File: config.mk
export PLATFORM = sky130hd
export DESIGN_NAME = ufs_top
export DESIGN_NICKNAME = d
export VERILOG_FILES = /design/src/hw/ufs_pkg.sv /design/src/hw/ufs_busy.sv /design/src/hw/ufs_level.sv /design/src/hw/ufs_top.sv
export VERILOG_INCLUDE_DIRS = /design/src /design/src/hw
export SDC_FILE = /design/constraint.sdc
export NUM_CORES = 1
export LEC_CHECK = 0
export BUFFER_PORTS_ARGS = -buffer_cell sky130_fd_sc_hd__buf_2
export CAP_MARGIN = 20
export CORE_MARGIN = 2
export CORE_UTILIZATION = 30
export DETAILED_ROUTE_END_ITERATION = 7
export PLACE_DENSITY = 0.61
export SLEW_MARGIN = 20
export SYNTH_ARGS = -nofsm -noshare
export SYNTH_HDL_FRONTEND = slang
export SYNTH_SLANG_ARGS = --single-unit
File: constraint.sdc
create_clock -name CLK -period 7.5 [get_ports CLK]
set_input_delay 0.75 -clock CLK [delete_from_list [all_inputs] [get_ports CLK]]
set_output_delay 0.75 -clock CLK [all_outputs]
set_load 0.05 [all_outputs]
File: src/hw/ufs_regs.svh
// Register offsets, field positions, reset values and timing counts of the FIFO status block.
// Contract
// - The receive-full bit 4 is high only while every receive queue entry is taken and resets to 0.
// - The receive-not-empty bit 3 is high whenever the receive queue holds at least one entry.
// - The transmit-empty bit 2 is high while the transmit queue holds nothing and resets to 1.
// - The transmit-not-full bit 1 is high while the transmit queue has room and resets to 1.
// - The busy bit 0 is high while a serial transfer is active and resets to 0.
// - Busy may stay low while a start bit is still arriving with both holding buffers empty.
// - With a slower serial clock, busy may rise several slow cycles after activity begins.
// - The transmit level register reads the transmit queue occupancy in bits 15 to 0, zero after reset.
// - The receive level register reads the receive queue occupancy in bits 15 to 0, zero after reset.
`ifndef UFS_REGS_SVH
`define UFS_REGS_SVH
`define UFS_ADDR_W          32
`define UFS_DATA_W          32
`define UFS_SERIAL_STATUS   32'h5000117C
`define UFS_TX_QUEUE_LEVEL  32'h50001180
`define UFS_RX_QUEUE_LEVEL  32'h50001184
`define UFS_BIT_RX_FULL     4
`define UFS_BIT_RX_NEMPTY   3
`define UFS_BIT_TX_EMPTY    2
`define UFS_BIT_TX_NFULL    1
`define UFS_BIT_BUSY        0
`define UFS_LEVEL_W         16
`define UFS_STATUS_RESET    16'h0006
`define UFS_LEVEL_RESET     16'h0000
`define UFS_DEPTH           16
`define UFS_BUSY_DELAY      3
`endif

File: src/hw/ufs_pkg.sv
// Types shared by the FIFO status block.
package ufs_pkg;
  typedef enum logic [1:0] {
    UFS_IDLE   = 2'h0,
    UFS_DELAY  = 2'h1,
    UFS_ACTIVE = 2'h3
  } ufs_busy_st_t;
endpackage

File: src/hw/ufs_busy.sv
// Busy indication with an optional settle delay standing in for a slower serial clock.
`timescale 1ns/100ps
`include "ufs_regs.svh"
module ufs_busy
  import ufs_pkg::*;
#(
  parameter int DELAY = `UFS_BUSY_DELAY
)
(
  input  wire logic clk,
  input  wire logic arst_n,
  input  wire logic slow_tick,
  input  wire logic active,
  output logic      busy
);
  // The tick counter is 8 bits wide.
  if (DELAY < 0 || DELAY > 255)
    $error("ufs_busy: DELAY out of range");

  typedef struct packed {
    ufs_busy_st_t state;
    logic [7:0]   cnt;
  } ufs_busy_reg_t;

  ufs_busy_reg_t st;
  ufs_busy_reg_t next_st;

  // Rising busy waits DELAY slow ticks; falling busy is immediate so software never
  // sees a stale busy after the transfer ends.
  always_comb
  begin
    next_st = st;
    case (st.state)
      UFS_IDLE:
      begin
        if (active)
        begin
          next_st.cnt = 8'h00;
          next_st.state = (DELAY == 0) ? UFS_ACTIVE : UFS_DELAY;
        end
      end
      UFS_DELAY:
      begin
        if (!active)
          next_st.state = UFS_IDLE;
        else if (slow_tick)
        begin
          next_st.cnt = st.cnt + 8'h01;
          if (st.cnt + 8'h01 >= DELAY[7:0])
            next_st.state = UFS_ACTIVE;
        end
      end
      UFS_ACTIVE:
      begin
        if (!active)
          next_st.state = UFS_IDLE;
      end
      default:
        next_st.state = UFS_IDLE;
    endcase
  end

  always_ff @(posedge clk or negedge arst_n)
  begin
    if (!arst_n)
      st <= '{state: UFS_IDLE, cnt: 8'h00};
    else
      st <= next_st;
  end

  assign busy = (st.state == UFS_ACTIVE);
endmodule

File: src/hw/ufs_level.sv
// Occupancy counter and full/empty flags for one queue.
`timescale 1ns/100ps
`include "ufs_regs.svh"
module ufs_level
  import ufs_pkg::*;
#(
  parameter int DEPTH = `UFS_DEPTH
)
(
  input  wire logic                    clk,
  input  wire logic                    arst_n,
  input  wire logic                    clear,
  input  wire logic                    push,
  input  wire logic                    pop,
  output logic [`UFS_LEVEL_W-1:0]      level,
  output logic                         full,
  output logic                         empty
);
  localparam logic [`UFS_LEVEL_W-1:0] DEPTH_L = DEPTH[`UFS_LEVEL_W-1:0];

  // The level register is 16 bits wide, so deeper queues cannot be reported.
  if (DEPTH < 1 || DEPTH > 65535)
    $error("ufs_level: DEPTH out of range");

  typedef struct packed {
    logic [`UFS_LEVEL_W-1:0] level;
    logic                    full;
    logic                    empty;
  } ufs_level_st_t;

  ufs_level_st_t st;
  ufs_level_st_t next_st;

  // Flags are derived from the next count so they move with it in one edge.
  always_comb
  begin
    logic do_push;
    logic do_pop;
    next_st = st;
    do_push = push && !st.full;
    do_pop  = pop && !st.empty;
    if (clear)
      next_st.level = '0;
    else if (do_push && !do_pop)
      next_st.level = st.level + 16'h0001;
    else if (do_pop && !do_push)
      next_st.level = st.level - 16'h0001;
    next_st.full  = (next_st.level == DEPTH_L);
    next_st.empty = (next_st.level == 16'h0000);
  end

  always_ff @(posedge clk or negedge arst_n)
  begin
    if (!arst_n)
      st <= '{level: `UFS_LEVEL_RESET, full: 1'b0, empty: 1'b1};
    else
      st <= next_st;
  end

  assign level = st.level;
  assign full  = st.full;
  assign empty = st.empty;
endmodule

File: src/hw/ufs_top.sv
// Register front end of the serial FIFO status block.
//
// Design decision made here: the plain strobed port.
`timescale 1ns/100ps
`include "ufs_regs.svh"
module ufs_top
  import ufs_pkg::*;
#(
  parameter int TX_DEPTH   = `UFS_DEPTH,
  parameter int RX_DEPTH   = `UFS_DEPTH,
  parameter int BUSY_DELAY = `UFS_BUSY_DELAY
)
(
  input  wire logic                   CLK,
  input  wire logic                   ARST_N,
  input  wire logic [`UFS_ADDR_W-1:0] ADDR,
  input  wire logic [`UFS_DATA_W-1:0] WDATA,
  input  wire logic                   WR,
  input  wire logic                   RD,
  output logic [`UFS_DATA_W-1:0]      RDATA,
  input  wire logic                   TX_PUSH,
  input  wire logic                   TX_POP,
  input  wire logic                   TX_CLEAR,
  input  wire logic                   RX_PUSH,
  input  wire logic                   RX_POP,
  input  wire logic                   RX_CLEAR,
  input  wire logic                   TX_SHIFTING,
  input  wire logic                   RX_CHAR_ACTIVE,
  input  wire logic                   SLOW_TICK,
  output logic                        TX_QUEUE_FULL,
  output logic                        RX_QUEUE_NOT_EMPTY
);
  logic [`UFS_LEVEL_W-1:0] tx_level;
  logic [`UFS_LEVEL_W-1:0] rx_level;
  logic                    tx_full;
  logic                    tx_empty;
  logic                    rx_full;
  logic                    rx_empty;
  logic                    busy;
  logic                    active;

  ufs_level #(.DEPTH(TX_DEPTH)) u_tx
  (
    .clk    (CLK),
    .arst_n (ARST_N),
    .clear  (TX_CLEAR),
    .push   (TX_PUSH),
    .pop    (TX_POP),
    .level  (tx_level),
    .full   (tx_full),
    .empty  (tx_empty)
  );

  ufs_level #(.DEPTH(RX_DEPTH)) u_rx
  (
    .clk    (CLK),
    .arst_n (ARST_N),
    .clear  (RX_CLEAR),
    .push   (RX_PUSH),
    .pop    (RX_POP),
    .level  (rx_level),
    .full   (rx_full),
    .empty  (rx_empty)
  );

  // A receive character only counts once its start bit is qualified at mid-bit, so an
  // arriving start with both holding buffers empty may still read as idle.
  assign active = TX_SHIFTING || RX_CHAR_ACTIVE || !tx_empty;

  ufs_busy #(.DELAY(BUSY_DELAY)) u_busy
  (
    .clk       (CLK),
    .arst_n    (ARST_N),
    .slow_tick (SLOW_TICK),
    .active    (active),
    .busy      (busy)
  );

  typedef struct packed {
    logic [`UFS_DATA_W-1:0] rdata;
  } ufs_top_st_t;

  ufs_top_st_t st;
  ufs_top_st_t next_st;
  logic [`UFS_LEVEL_W-1:0] status;

  always_comb
  begin
    status = '0;
    status[`UFS_BIT_RX_FULL]   = rx_full;
    status[`UFS_BIT_RX_NEMPTY] = !rx_empty;
    status[`UFS_BIT_TX_EMPTY]  = tx_empty;
    status[`UFS_BIT_TX_NFULL]  = !tx_full;
    status[`UFS_BIT_BUSY]      = busy;
  end

  // All registers are read only; writes are accepted and dropped. Unmapped reads give zero.
  always_comb
  begin
    next_st = st;
    if (RD)
    begin
      if (ADDR == `UFS_SERIAL_STATUS)
        next_st.rdata = {16'h0000, status};
      else if (ADDR == `UFS_TX_QUEUE_LEVEL)
        next_st.rdata = {16'h0000, tx_level};
      else if (ADDR == `UFS_RX_QUEUE_LEVEL)
        next_st.rdata = {16'h0000, rx_level};
      else
        next_st.rdata = '0;
    end
    else
      next_st.rdata = '0;
  end

  always_ff @(posedge CLK or negedge ARST_N)
  begin
    if (!ARST_N)
      st <= '{rdata: 32'h00000000};
    else
      st <= next_st;
  end

  assign RDATA              = st.rdata;
  assign TX_QUEUE_FULL      = tx_full;
  assign RX_QUEUE_NOT_EMPTY = !rx_empty;
endmodule

==> Flow_metrics.wiki <==
{| class="wikitable"
! Metric !! Value
|-
| Met2 routed WL || 5290 µm
|-
| Buffer cell driving the clock tree root || clkbuf_16
|-
| Die width || 120 µm
|-
| Final standard cell count with taps included and fillers excluded || 686
|-
| Clk buf depth || 2
|-
| Startpoint of the worst setup timing path || u_rx.level[2]
|-
| Clock Latency Late Sink || 0.33 ns
|-
| Effective utilization at floorplan || 0.305
|-
| Average via count per standard cell || 5.37
|-
| Min Clock Period, post-route || 3.02 ns
|-
| Leading cell type in the layout, fill and taps excluded || nor2_1
|-
| Initial antenna violation count || 0
|-
| Total clock buffers created by CTS || 9
|-
| Worst setup path class || reg -> reg
|-
| CP Capture Point || u_rx.empty
|-
| Die area || 14400 µm²
|-
| Total number of vias || 3682
|-
| Beginning of the worst register-to-register path || u_rx.level[2]
|-
| Routed metal-1 wirelength || 4400 µm
|-
| Slew @ Worst Pin || 0.975 ns
|-
| Total power per unit cell area || 315 nW/µm²
|-
| Setup repair after global routing missed its margin || no
|-
| Max-capacitance violation count || 0
|-
| Pin count of the biggest net entering global routing || 63
|-
| Total congestion overflow after global routing || 0
|-
| Static leakage || 2.06 nW
|-
| Highest fanout seen on the critical path || 7
|-
| Vias in the first global route || 3538
|-
| Final weighted congestion in routability-driven placement || 0.903
|-
| Number of setup violations in the final report || 0
|-
| Post-CTS resize count || 0
|-
| Highest Clock Rate || 331 MHz
|-
| Post-route setup TNS || 0 ns
|-
| Height of the chip || 120 µm
|-
| Status || completed
|-
| Worst setup slack for register-to-register paths || 4.48 ns
|-
| Slew HR || 0.347
|-
| Number of cell instances on the worst register-to-register path || 7
|-
| Post-placement cell count || 669
|-
| Number of I/O pins || 111
|-
| Inserted Diodes || 0
|-
| Clock tree sinks || 62
|-
| Number of nets with antenna violations after routing || 0
|-
| Number of buffers inserted by post-CTS setup repair || 0
|-
| Cell Area, Synth || 4030 µm²
|-
| Global-route wire length before repair || 17200 µm
|-
| Area of the core || 13200 µm²
|-
| Distinct cell type count of the synthesized netlist || 69
|-
| Buffers added on ports || 61
|-
| Total power of the final layout || 1.47 mW
|-
| Required time of the critical path || 7.73 ns
|-
| Routed wire length per instance || 15.3 µm
|-
| Initial DRC Count || 304
|-
| Number of rows in the core area || 42
|-
| First-pass DRT Iterations || 5
|-
| Prevailing post-synth register cell || dfrtp_1
|-
| Synth async-reset ratio || 1.00
|-
| Count of state elements after synthesis || 62
|-
| Clock-pin slew of the registers on the worst-case setup and hold paths || 0.05 ns
|-
| Syn. warnings || 0
|-
| Drt drc || 0
|-
| Count of H-tree levels built during CTS || 3
|-
| PnR worst setup slack || 4.48 ns
|-
| Proportion of layout cells with a drive suffix above 1 || 0.200
|-
| Worst Skew || 0.00491 ns
|-
| Worst slack after detailed placement || 4.25 ns
|-
| Count of pins over their slew limit || 0
|-
| Data arrival at the endpoint of the critical path || 3.26 ns
|-
| Total length of routed wires || 10500 µm
|-
| Nature of the critical path endpoint || flop
|-
| Number of instances on the worst hold path || 1
|-
| Destination of the worst register-to-register timing path || u_rx.empty
|-
| Total length of routed met3 wires || 571 µm
|-
| Cell count after synthesis || 458
|-
| Clock tree from TritonCTS || yes
|-
| Net count, final || 588
|-
| Hold buffer count at CTS || 0
|-
| Overall fraction of global-route tracks in use || 0.149
|-
| Fraction of the yosys area taken by sequential cells || 0.386
|-
| P&R area growth vs syn || 15.9%
|-
| Number of enable-type register cells in the synthesized netlist || 0
|-
| Crit share post-route || 0.403
|-
| Worst Hold Margin || 0.519 ns
|-
| Type of origin of the critical path || flop
|-
| Hold Vio Cnt, Final || 0
|-
| Post-synthesis area per instance || 8.79 µm²
|-
| Maximum vdd ir drop || 0.000108 V
|-
| HPWL after DPL || 7730 µm
|-
| HP Class || reg -> reg
|-
| Highest layer used for signal routing || met4
|-
| Most used cells in the layout excluding fill and tap cells || nor2_1, buf_2, dfrtp_1, nand2_1, o21ai_0
|}
-- cell families after synthesis --
family	synth area share
AND/OR/NAND/NOR	0.295
AO/OA/AOI/OAI	0.160
XOR/XNOR	0.0435
adder cells (fa/ha/maj)	0.0186
other	0.000931
flip-flops	0.386
multiplexers	0.00808
buffers and inverters	0.0883
-- worst min-delay path by stage --
stage                            start            to  slack [ns]
after CTS                 u_busy.st[9]  u_busy.st[8]        0.52
after global routing      u_busy.st[9]  u_busy.st[8]        0.55
after global placement    u_busy.st[9]  u_busy.st[8]        0.50
after floorplan                 ARST_N      RDATA[0]        0.45
final                     u_busy.st[9]  u_busy.st[8]        0.52
after detailed placement  u_busy.st[9]  u_busy.st[8]        0.51
-- per-layer routing --
metal,global-route usage,up-vias
li1,-,1742
met1,0.178,1781
met2,0.257,132
met3,0.0328,27
met4,0.0669,0
met5,0,-
-- per-stage QoR --
| step | utilization | area [µm²] |
|---|---|---|
| 6_report | 0.354 | 4670 |
| 5_1_grt | 0.354 | 4670 |
| 4_1_cts | 0.353 | 4660 |
| 3_5_place_dp | 0.327 | 4310 |
| 3_3_place_gp | 0.327 | 4310 |
| 2_1_floorplan | - | 4080 |
-- registers in the layout, indices dropped and copies added (netlist names) --
signal,flops
u_busy.st,10
u_rx.level,16
u_tx.full,1
RDATA,16
u_tx.empty,1
u_rx.empty,1
u_tx.level,16
u_rx.full,1
-- worst max-delay path, stage by stage (launching register included) --
cell     delay, ns
dfrtp_1       0.48
or4_4         0.60
nor4_1        0.58
o22ai_1       0.23
xor2_1        0.17
nor2_1        0.07
or4_4         0.55
nor4_2        0.26
-- synth_stat cells (3+ instances only) --
| cell | count | share of area |
|---|---|---|
| buf_4 | 18 | 0.034 |
| a32oi_1 | 3 | 0.0065 |
| xor2_1 | 14 | 0.030 |
| a222oi_1 | 3 | 0.0075 |
| a31oi_1 | 7 | 0.011 |
| nand4_1 | 9 | 0.014 |
| nor4_1 | 18 | 0.028 |
| and3_1 | 5 | 0.0078 |
| o31ai_1 | 3 | 0.0056 |
| nor2b_1 | 11 | 0.017 |
| clkbuf_8 | 4 | 0.014 |
| buf_2 | 5 | 0.0062 |
| nand2b_1 | 5 | 0.0078 |
| or3_1 | 7 | 0.011 |
| or4_1 | 5 | 0.0093 |
| xnor2_1 | 6 | 0.013 |
| clkbuf_1 | 10 | 0.0093 |
| o21ai_0 | 24 | 0.030 |
| a21oi_1 | 16 | 0.020 |
| nor2_1 | 65 | 0.061 |
| or3_2 | 3 | 0.0056 |
| and4_1 | 6 | 0.013 |
| buf_6 | 4 | 0.011 |
| nand2_1 | 24 | 0.022 |
| inv_1 | 13 | 0.012 |
| ha_1 | 6 | 0.019 |
| nor3_1 | 15 | 0.019 |
| nor4b_1 | 4 | 0.0087 |
| nand3_1 | 18 | 0.022 |
| a22oi_1 | 16 | 0.030 |
| dfrtp_1 | 60 | 0.37 |
-- final cells by class --
| type | instances | area [µm²] |
|---|---|---|
| inverter | 13 | 48.8 |
| sequential | 62 | 1550 |
| tap | 176 | 220 |
| fill | 1337 | 8520 |
| multi-input combinational | 356 | 2170 |
| timing repair buffer | 63 | 320 |
| clock inverter | 3 | 90.1 |
| clock buffer | 13 | 260 |
-- power by group --
group          internal, mW  switching, mW
registers             0.394          0.107
logic                 0.193          0.286
clock network         0.343          0.146
total                 0.930          0.539
Power figures use the tool's default switching activity.
